`config.mk`:
```
export PLATFORM = sky130hd
export DESIGN_NAME = dci_interp
export DESIGN_NICKNAME = d
export VERILOG_FILES = /design/src/shared/dci_pkg.sv /design/src/design/dci_interp.sv
export VERILOG_INCLUDE_DIRS = /design/src /design/src/shared
export SDC_FILE = /design/constraint.sdc
export NUM_CORES = 1
export LEC_CHECK = 0
export BUFFER_PORTS_ARGS = -buffer_cell sky130_fd_sc_hd__buf_2
export CORE_AREA = 2 2 187 189
export CTS_CLUSTER_SIZE = 12
export DETAILED_ROUTE_END_ITERATION = 8
export DIE_AREA = 0 0 189 191
export GPL_TIMING_DRIVEN = 1
export PLACE_DENSITY_LB_ADDON = 0.1
export SYNTH_ARGS = -nofsm -noshare
export SYNTH_HDL_FRONTEND = slang
export SYNTH_SLANG_ARGS = --single-unit
```
`constraint.sdc`:
```
create_clock -name hclk -period 7.13 [get_ports hclk]
set_clock_uncertainty 0.1 [all_clocks]
set_input_delay 1.426 -clock hclk [delete_from_list [all_inputs] [get_ports hclk]]
set_output_delay 1.426 -clock hclk [all_outputs]
set_load 0.01 [all_outputs]
```
`src/shared/dci_defines.svh`:
```
/*
 * Constants of the disk control-code interpreter: bus offsets, code values,
 * reset values and timing counts. Included by the package and the
 * interpreter; the guard keeps the second inclusion harmless.
 */
`ifndef DCI_DEFINES_SVH
`define DCI_DEFINES_SVH

`define DCI_CLK_MHZ        100
`define DCI_BOOT_TIME_MS   1000
`define DCI_BOOT_CYC       (`DCI_BOOT_TIME_MS * 1000 * `DCI_CLK_MHZ)

`define DCI_OFF_OUT        4'h0
`define DCI_OFF_IN         4'h1
`define DCI_OFF_STATUS     4'h2

`define DCI_REG_OPER       6'h00
`define DCI_REG_MSK_DATA   6'h01
`define DCI_REG_MSK_HDR    6'h02
`define DCI_REG_MSK_IDX    6'h03
`define DCI_OPER_READ_BIT  7

`define DCI_CMD_NOP        8'h00
`define DCI_CMD_START      8'h01
`define DCI_CMD_GATE_OFF   8'h04
`define DCI_CMD_PROBE_ON   8'h05
`define DCI_CMD_PROBE_OFF  8'h06
`define DCI_CMD_OUT_CLK    8'h07
`define DCI_CMD_IN_CLK     8'h08
`define DCI_CMD_CRC_PAIR   8'h12
`define DCI_CMD_ECC_QUAD   8'h14
`define DCI_CMD_FLIP_FLD   8'h20
`define DCI_CMD_DATA_MARK  8'h31
`define DCI_CMD_HDR_MARK   8'h35
`define DCI_CMD_IDX_MARK   8'h39

`define DCI_RST_BYTE       8'h00
`define DCI_RST_WORD       32'h0000_0000
`define DCI_RST_CNT        16'h0000

`endif

```
`src/shared/dci_pkg.sv`:
```
/*
 * Types of the disk control-code interpreter: decoder states and the
 * packed state record. Assumes dci_defines.svh on the include path.
 */
package dci_pkg;
`include "dci_defines.svh"

	typedef enum logic [1:0] {ST_IDLE, ST_ARG, ST_EMIT} dci_state_e;

	typedef struct packed {
		logic              hrdy;
		logic              hresp;
		logic [31:0]       hrdat;
		logic              pend;
		logic              pwr;
		logic [3:0]        paddr;
		logic [15:0][7:0]  ofifo;
		logic [4:0]        owp;
		logic [4:0]        orp;
		logic [7:0][7:0]   ififo;
		logic [3:0]        iwp;
		logic [3:0]        irp;
		dci_state_e        st;
		logic [7:0]        code;
		logic [7:0]        dat;
		logic [15:0]       cnt;
		logic [7:0]        oper;
		logic [7:0]        msk_d;
		logic [7:0]        msk_h;
		logic [7:0]        msk_i;
		logic [7:0]        cbus;
		logic [7:0]        dbus;
		logic [7:0]        mask;
		logic              stb;
		logic              app2;
		logic              app4;
		logic              rd_on;
		logic              wgate;
		logic              probe;
		logic              ext;
		logic              field;
		logic              ovr;
		logic              boot_seen;
		logic              boot_run;
		logic              btmo;
		logic [26:0]       bcnt;
		logic [7:0]        pa;
		logic [7:0]        pb;
		logic              poe_n;
	} dci_state_s;
endpackage

```
`src/design/dci_interp.sv`:
```
/*
 * Control-code interpreter: AHB-Lite slave feeding a 16-byte code queue,
 * a byte decoder driving the controller code/data buses, and an 8-byte
 * result queue read back over the bus. Assumes one clock, hclk, shared by
 * the bus master and the disk write path; inputs synchronous to hclk.
 */
// Summary of operation
// - Code 11xxxxxx returns selected register byte
// - Unmapped register read returns zero
// - Code 10xxxxxx writes next byte; unmapped ignored
// - Codes 000xxxxx are commands; 0x00 does nothing
// - Start begins operation from operation register
// - Command 0x04 drops the write gate
// - Command 0x05 drives buses onto ports
// - Command 0x06 and reset restore ports
// - Command 0x07 selects outside write clock
// - Command 0x08 selects inside clock, reset default
// - Commands 0x12/0x14 append CRC/ECC bytes
// - Codes 001xxxxx take one data byte
// - Field flag flips on each syndrome append
// - Command 0x20 flips flag, writes data
// - Command 0x31 writes data mark, masked clocks
// - Commands 0x35/0x39 write header/index marks
// - Repeat code writes byte counted times
// - Multiple code writes counted distinct bytes
// - Clock select holds; inside after reset
// - Auto-boot selects outside clock itself
// - Auto-boot times out after one second
// - Outbound bytes pass a sixteen-byte queue
// - Result bytes pass an eight-byte queue
// - Sixteen-bit counter tracks remaining bytes
`include "dci_defines.svh"
module dci_interp
	import dci_pkg::*;
#(
	parameter int unsigned BOOT_CYC = `DCI_BOOT_CYC
) (
	input  wire logic        hclk,
	input  wire logic        hresetn,
	input  wire logic        ce,
	input  wire logic        hsel,
	input  wire logic [31:0] haddr,
	input  wire logic [1:0]  htrans,
	input  wire logic        hwrite,
	input  wire logic [2:0]  hsize,
	input  wire logic [31:0] hwdata,
	input  wire logic        hready,
	output logic             hreadyout,
	output logic             hresp,
	output logic [31:0]      hrdata,
	input  wire logic        disk_rdy,
	input  wire logic        rd_vld,
	input  wire logic [7:0]  rd_byte,
	input  wire logic        boot_en,
	input  wire logic        drive_rdy,
	output logic [7:0]       code_bus,
	output logic [7:0]       data_bus,
	output logic [7:0]       clk_mask,
	output logic             bus_stb,
	output logic             append_crc_pair,
	output logic             append_ecc_quad,
	output logic             read_active,
	output logic             write_gate,
	output logic             field_is_data,
	output logic             outside_clk_sel,
	output logic             overrun,
	output logic             boot_timeout,
	output logic [7:0]       port_a_pins,
	output logic             port_a_oe_n,
	output logic [7:0]       port_b_pins,
	output logic             port_b_oe_n
);

	dci_state_s s_ff;
	dci_state_s nxt_s;

	logic [7:0]  ob;
	logic        oempty;
	logic        ofull;
	logic        iempty;
	logic        ifull;
	logic        go;

	// Count decode shared by repeat and multiple codes
	function automatic logic [15:0] cnt_of(input logic [4:0] f);
		logic [15:0] one;
		one = 16'h0001;
		if (f[4])
			cnt_of = one << f[3:0];
		else if (f[3:0] == 4'h0)
			cnt_of = 16'h0010;
		else
			cnt_of = {12'h000, f[3:0]};
	endfunction

	function automatic logic [7:0] reg_rd(input dci_state_s s, input logic [5:0] a);
		case (a)
			`DCI_REG_OPER:     reg_rd = s.oper;
			`DCI_REG_MSK_DATA: reg_rd = s.msk_d;
			`DCI_REG_MSK_HDR:  reg_rd = s.msk_h;
			`DCI_REG_MSK_IDX:  reg_rd = s.msk_i;
			default:           reg_rd = `DCI_RST_BYTE;
		endcase
	endfunction

	always_comb begin
		nxt_s = s_ff;
		nxt_s.stb = 1'b0;
		nxt_s.app2 = 1'b0;
		nxt_s.app4 = 1'b0;
		ob = s_ff.ofifo[s_ff.orp[3:0]];
		oempty = (s_ff.owp == s_ff.orp);
		ofull = (s_ff.owp[3:0] == s_ff.orp[3:0]) && (s_ff.owp[4] != s_ff.orp[4]);
		iempty = (s_ff.iwp == s_ff.irp);
		ifull = (s_ff.iwp[2:0] == s_ff.irp[2:0]) && (s_ff.iwp[3] != s_ff.irp[3]);
		go = !oempty && disk_rdy;

		// Bus slave: one wait state so read data leaves a flop
		if (s_ff.pend) begin
			if (s_ff.pwr) begin
				if (s_ff.paddr == `DCI_OFF_OUT) begin
					if (!ofull) begin
						nxt_s.ofifo[s_ff.owp[3:0]] = hwdata[7:0];
						nxt_s.owp = s_ff.owp + 5'd1;
						nxt_s.pend = 1'b0;
						nxt_s.hrdy = 1'b1;
					end
				end else begin
					nxt_s.pend = 1'b0;
					nxt_s.hrdy = 1'b1;
				end
			end else begin
				nxt_s.pend = 1'b0;
				nxt_s.hrdy = 1'b1;
				nxt_s.hrdat = `DCI_RST_WORD;
				if (s_ff.paddr == `DCI_OFF_IN && !iempty) begin
					nxt_s.hrdat = {23'h00_0000, 1'b1, s_ff.ififo[s_ff.irp[2:0]]};
					nxt_s.irp = s_ff.irp + 4'd1;
				end else if (s_ff.paddr == `DCI_OFF_STATUS) begin
					nxt_s.hrdat = {8'h00, 3'h0, s_ff.owp - s_ff.orp, 4'h0,
						s_ff.iwp - s_ff.irp, s_ff.btmo, s_ff.ovr, s_ff.field,
						s_ff.ext, s_ff.probe, s_ff.wgate, s_ff.rd_on,
						s_ff.st != ST_IDLE};
				end
			end
		end else if (hsel && htrans[1] && hready) begin
			nxt_s.pend = 1'b1;
			nxt_s.pwr = hwrite;
			nxt_s.paddr = haddr[5:2];
			nxt_s.hrdy = 1'b0;
		end

		// Disk read bytes take the result queue first
		if (rd_vld) begin
			if (ifull) begin
				nxt_s.ovr = 1'b1;
			end else begin
				nxt_s.ififo[s_ff.iwp[2:0]] = rd_byte;
				nxt_s.iwp = s_ff.iwp + 4'd1;
			end
		end

		case (s_ff.st)
			ST_IDLE: begin
				if (go) begin
					if (ob[7:6] == 2'b11) begin
						if (!ifull && !rd_vld) begin
							nxt_s.ififo[s_ff.iwp[2:0]] = reg_rd(s_ff, ob[5:0]);
							nxt_s.iwp = s_ff.iwp + 4'd1;
							nxt_s.orp = s_ff.orp + 5'd1;
						end
					end else if (ob[7:5] == 3'b000) begin
						nxt_s.orp = s_ff.orp + 5'd1;
						if (ob != `DCI_CMD_NOP) begin
							nxt_s.stb = 1'b1;
							nxt_s.cbus = ob;
							nxt_s.dbus = `DCI_RST_BYTE;
							nxt_s.mask = `DCI_RST_BYTE;
						end
						case (ob)
							`DCI_CMD_START: begin
								if (s_ff.oper[`DCI_OPER_READ_BIT])
									nxt_s.rd_on = 1'b1;
								else
									nxt_s.wgate = 1'b1;
							end
							`DCI_CMD_GATE_OFF: begin
								nxt_s.wgate = 1'b0;
								nxt_s.rd_on = 1'b0;
							end
							`DCI_CMD_PROBE_ON:  nxt_s.probe = 1'b1;
							`DCI_CMD_PROBE_OFF: nxt_s.probe = 1'b0;
							`DCI_CMD_OUT_CLK:   nxt_s.ext = 1'b1;
							`DCI_CMD_IN_CLK:    nxt_s.ext = 1'b0;
							`DCI_CMD_CRC_PAIR: begin
								nxt_s.app2 = 1'b1;
								nxt_s.field = !s_ff.field;
							end
							`DCI_CMD_ECC_QUAD: begin
								nxt_s.app4 = 1'b1;
								nxt_s.field = !s_ff.field;
							end
							default: ;
						endcase
					end else begin
						nxt_s.code = ob;
						nxt_s.orp = s_ff.orp + 5'd1;
						nxt_s.cnt = cnt_of(ob[4:0]);
						// Multiple code goes straight to data
						nxt_s.st = (ob[7:5] == 3'b011) ? ST_EMIT : ST_ARG;
					end
				end
			end
			ST_ARG: begin
				if (go) begin
					nxt_s.orp = s_ff.orp + 5'd1;
					nxt_s.st = ST_IDLE;
					if (s_ff.code[7]) begin
						case (s_ff.code[5:0])
							`DCI_REG_OPER:     nxt_s.oper = ob;
							`DCI_REG_MSK_DATA: nxt_s.msk_d = ob;
							`DCI_REG_MSK_HDR:  nxt_s.msk_h = ob;
							`DCI_REG_MSK_IDX:  nxt_s.msk_i = ob;
							default: ;
						endcase
					end else begin
						nxt_s.stb = 1'b1;
						nxt_s.cbus = s_ff.code;
						nxt_s.dbus = ob;
						nxt_s.dat = ob;
						nxt_s.mask = `DCI_RST_BYTE;
						case (s_ff.code)
							`DCI_CMD_FLIP_FLD:  nxt_s.field = !s_ff.field;
							`DCI_CMD_DATA_MARK: nxt_s.mask = s_ff.msk_d;
							`DCI_CMD_HDR_MARK:  nxt_s.mask = s_ff.msk_h;
							`DCI_CMD_IDX_MARK:  nxt_s.mask = s_ff.msk_i;
							default: ;
						endcase
						if (s_ff.code[6]) begin
							nxt_s.cnt = s_ff.cnt - 16'd1;
							if (s_ff.cnt != 16'd1)
								nxt_s.st = ST_EMIT;
						end
					end
				end
			end
			ST_EMIT: begin
				if (s_ff.code[5] ? go : disk_rdy) begin
					nxt_s.stb = 1'b1;
					nxt_s.cbus = s_ff.code;
					nxt_s.mask = `DCI_RST_BYTE;
					nxt_s.dbus = s_ff.code[5] ? ob : s_ff.dat;
					if (s_ff.code[5])
						nxt_s.orp = s_ff.orp + 5'd1;
					nxt_s.cnt = s_ff.cnt - 16'd1;
					if (s_ff.cnt == 16'd1)
						nxt_s.st = ST_IDLE;
				end
			end
			default: nxt_s.st = ST_IDLE;
		endcase

		// Strap caught one edge after reset release, never under reset
		if (!s_ff.boot_seen) begin
			nxt_s.boot_seen = 1'b1;
			nxt_s.boot_run = boot_en;
			if (boot_en)
				nxt_s.ext = 1'b1;
		end else if (s_ff.boot_run) begin
			if (drive_rdy) begin
				nxt_s.boot_run = 1'b0;
			end else if (s_ff.bcnt == 27'(BOOT_CYC - 1)) begin
				nxt_s.boot_run = 1'b0;
				nxt_s.btmo = 1'b1;
			end else begin
				nxt_s.bcnt = s_ff.bcnt + 27'd1;
			end
		end

		nxt_s.pa = nxt_s.probe ? nxt_s.dbus : `DCI_RST_BYTE;
		nxt_s.pb = nxt_s.probe ? nxt_s.cbus : `DCI_RST_BYTE;
		nxt_s.poe_n = !nxt_s.probe;
	end

	always_ff @(posedge hclk or negedge hresetn) begin
		if (!hresetn) begin
			s_ff <= '0;
			s_ff.hrdy <= 1'b1;
			s_ff.poe_n <= 1'b1;
			s_ff.st <= ST_IDLE;
		end else if (ce) begin
			s_ff <= nxt_s;
		end
	end

	assign hreadyout = s_ff.hrdy;
	assign hresp = s_ff.hresp;
	assign hrdata = s_ff.hrdat;
	assign code_bus = s_ff.cbus;
	assign data_bus = s_ff.dbus;
	assign clk_mask = s_ff.mask;
	assign bus_stb = s_ff.stb;
	assign append_crc_pair = s_ff.app2;
	assign append_ecc_quad = s_ff.app4;
	assign read_active = s_ff.rd_on;
	assign write_gate = s_ff.wgate;
	assign field_is_data = s_ff.field;
	assign outside_clk_sel = s_ff.ext;
	assign overrun = s_ff.ovr;
	assign boot_timeout = s_ff.btmo;
	assign port_a_pins = s_ff.pa;
	assign port_b_pins = s_ff.pb;
	assign port_a_oe_n = s_ff.poe_n;
	assign port_b_oe_n = s_ff.poe_n;

	logic dec;
	assign dec = ce && s_ff.st == ST_IDLE && go;

	a_nop_quiet: assert property (@(posedge hclk) disable iff (!hresetn)
		dec && ob == `DCI_CMD_NOP |=> !bus_stb && write_gate == $past(write_gate))
		else $error("nop changed state");
	a_gate_off: assert property (@(posedge hclk) disable iff (!hresetn)
		dec && ob == `DCI_CMD_GATE_OFF |=> !write_gate && code_bus == 8'h04)
		else $error("write gate stayed on");
	a_probe_pins: assert property (@(posedge hclk) disable iff (!hresetn)
		dec && ob == `DCI_CMD_PROBE_ON |=> !port_a_oe_n && port_b_pins == code_bus)
		else $error("probe mode not on pins");
	a_probe_off: assert property (@(posedge hclk) disable iff (!hresetn)
		dec && ob == `DCI_CMD_PROBE_OFF |=> port_a_oe_n && port_b_oe_n)
		else $error("probe mode not left");
	a_clk_select: assert property (@(posedge hclk) disable iff (!hresetn)
		dec && ob == `DCI_CMD_OUT_CLK |=> outside_clk_sel)
		else $error("outside clock not chosen");
	a_field_flip: assert property (@(posedge hclk) disable iff (!hresetn)
		dec && ob == `DCI_CMD_CRC_PAIR |=> append_crc_pair
			&& field_is_data != $past(field_is_data))
		else $error("append did not flip field");
	a_repeat_count: assert property (@(posedge hclk) disable iff (!hresetn)
		dec && ob == 8'h58 |=> s_ff.cnt == 16'h0100 && s_ff.st == ST_ARG)
		else $error("repeat count wrong");
	a_rd_unmapped: assert property (@(posedge hclk) disable iff (!hresetn)
		dec && ob[7:6] == 2'b11 && ob[5:2] != 4'h0 && !ifull && !rd_vld
		|=> s_ff.ififo[$past(s_ff.iwp[2:0])] == 8'h00)
		else $error("unmapped read not zero");
	a_boot_tmo: assert property (@(posedge hclk) disable iff (!hresetn)
		$rose(boot_timeout) |-> s_ff.bcnt == 27'(BOOT_CYC - 1))
		else $error("boot timeout at wrong count");

endmodule

```
==> metrics.txt <==
sequential area share after synthesis=48.4%; CP max stage delay=740 ps; post-layout min period=4740 ps; Netlist Area Pre-Place=0.0196 mm²; status=finished, final reports clean; Final ANT Viol Nets=0; Worst Path Arrival=5130 ps; port bufs=99; Final setup violation count=0; Reg clk slew, reported paths=60 ps; DRC viols=0; Area Overhead vs Synth=7.95%; Tot GR Track Use=28.5%; Layout Nets=1849; chip width=189 µm; Post-synth top flop=dfrtp_1; cts bufs inserted=41; Via density=6.25; Worst Setup SP=s_ff[221]; number of global-route vias before repair=13800; WHS Endpoint=s_ff[43]; number of synthesized flops with an enable pin=0; H-tree levels=2; most common cell type on the critical path=nand4_1; min-delay worst type=flop to flop; largest net degree at the start of global routing=117; DR iter-0 viols=1216; met2 Use GR=44.3%; Initial Util=57.6%; Crit Path Class=flop to flop; # hold bufs at CTS=0; setup TNS=0 ps; CTS resizes=0; Leak Pwr=9.80 nW; DR WL/cell=22.5 µm; GPL Wtd Cong=0.900; R2R depth=9; grt peak-use layer=met2; Rows=68; grt ovf=0; setup ws final=2390 ps; pin slew with the least headroom to its limit=1210 ps; drt pass-1 iters=6; clk root buf=clkbuf_16; Yosys cell types=87; Setup crit end kind=flop; worst-path fanout max=14; vias=13900; share of cells above drive strength 1=26.6%; commonest non-fill, non-tap cell in the layout=dfrtp_1; Ys Warns=0; Critical R2R Capture=s_ff[191]; # Max-Cap Violations=0; first-pass GRT wire length=79800 µm; Final period util=66.5%; Max Fclk=211 MHz; Worst-Skew Late Latency=560 ps; clock net sink count=380; Hold Crit Depth=1; fin. max-slew vios=0; FF+latch area=0.00951 mm²; Reg2Reg Setup Slack=2390 ps; DP HPWL=34000 µm; Hold Violations, Final=0; Post-CTS Setup Repair Bufs=0; CTS max path bufs=3; Hold Path Origin=s_ff[43]; area of the multi-input gates=0.00897 mm²; DRT Wirelength=50000 µm; power density cells=346 mW/mm²; Syn Inst Count=1729; Vert. Die Dim=191 µm; Req. time, crit path=7520 ps; slowest cell on the critical path=nor2_1; pre-CTS setup slack=2490 ps; core area=0.0341 mm²; worst path cell trace=clkinv_1, ha_1, nand4_1, o21ai_0, nor2_1, nand4_1, o21ai_1, nor2b_1, o221a_2; most frequent cells in the layout=dfrtp_1 (377), mux2_2 (188), nand2_1 (148), nor2_1 (104), buf_2 (98); GR Util met1=41.9%; worst rel slew slack=18.5%; initial antenna violation count=1; fraction of registers with async set/reset=100%; die area=0.0361 mm²; met3 usage=4.11%; Setup crit start kind=flop; R2R Path Start=s_ff[221]; Mean Syn Cell Area=11.4 µm²; # fillers=2744; Yosys reg bits=380; io pins=172; CTS tree=done; RSZ-0062 raised after global routing=false; maximum VDD drop=192 µV
-- report_power, final --
group	internal [mW]	total, mW	switching, mW
clock	1.17	2.02	0.845
combinational	0.981	2.41	1.43
sequential	2.52	2.90	0.383
-- stage by stage --
step           total power [mW]  hold slack [ps]  util [%]  area (µm²)  instances
2_1_floorplan              4.68              338         -       19700       1744
4_1_cts                    7.34              368      62.1       21200       2219
5_1_grt                    7.73              378      62.1       21200       2219
6_report                   7.33              362      62.1       21200       2220
3_5_place_dp               5.32              356      58.5       19900       2151
3_3_place_gp               5.26              356      58.5       19900       2151
-- flip-flops by register name, summed over array words and instances (netlist names), 8 cells and up --
name and flops:
hrdata 17, clk_mask 8, data_bus 8, port_b_pins 8, s_ff 312, code_bus 8
port_a_pins 8
-- per-layer routing --
layer / vias to the layer above / wire length [µm]
met2: 452 / 23100
met5: - / 0
met3: 80 / 3140
met1: 7102 / 22600
met4: 0 / 1170
li1: 6244 / -
-- synth_stat cells (all sizes together) (27+ instances only) --
cell,number,area [µm²]
nand2,148,556
buf,104,762
nor3,27,151
a21oi,83,419
clkbuf,63,236
nor2,107,414
mux2,190,2150
xnor2,29,254
o21ai,88,440
dfrtp,378,9460
mux4,52,1220
o221a,38,428
inv,56,210
nand3,36,185
-- cell type report --
type	instances	share of cell area (%)
sequential	380	44.9
multi-input combinational	1137	42.3
clock buffer	65	5.80
timing repair buffer	119	3.15
tap	455	2.69
inverter	60	1.06
clock inverter	3	0.0885
antenna	1	0.0118
-- cell families (layout without fill, tap and decap cells) --
kind of cell               after synthesis  after routing  share of synthesized area (%)
and+or+nand+nor                        440            440                           10.7
DFF                                    380            380                           48.4
AOI/OAI and AO/OA                      352            352                           12.9
muxes                                  259            259                           18.0
buffers and inverters                  227            247                           6.23
xor gates and xnor gates                47             47                           2.10
adders and majority gates               23             23                           1.54
other                                    1             17                         0.0191
-- worst max-delay path by stage --
stage | endpoint | slack (ps)
after floorplan | s_ff[88] | 3510
after global placement | s_ff[202] | 2540
after detailed placement | s_ff[186] | 2490
after CTS | s_ff[191] | 2470
after global routing | s_ff[190] | 2050
final | s_ff[191] | 2390
-- critical path, delay by kind of cell (launching register included) --
family / cells / cell delay, ps
buffers and inverters: 1 / 380
DFF: 1 / 660
adders and majority gates: 1 / 440
and+or+nand+nor: 4 / 2090
AOI/OAI and AO/OA: 3 / 1010
(Power assumes the default switching activity.)
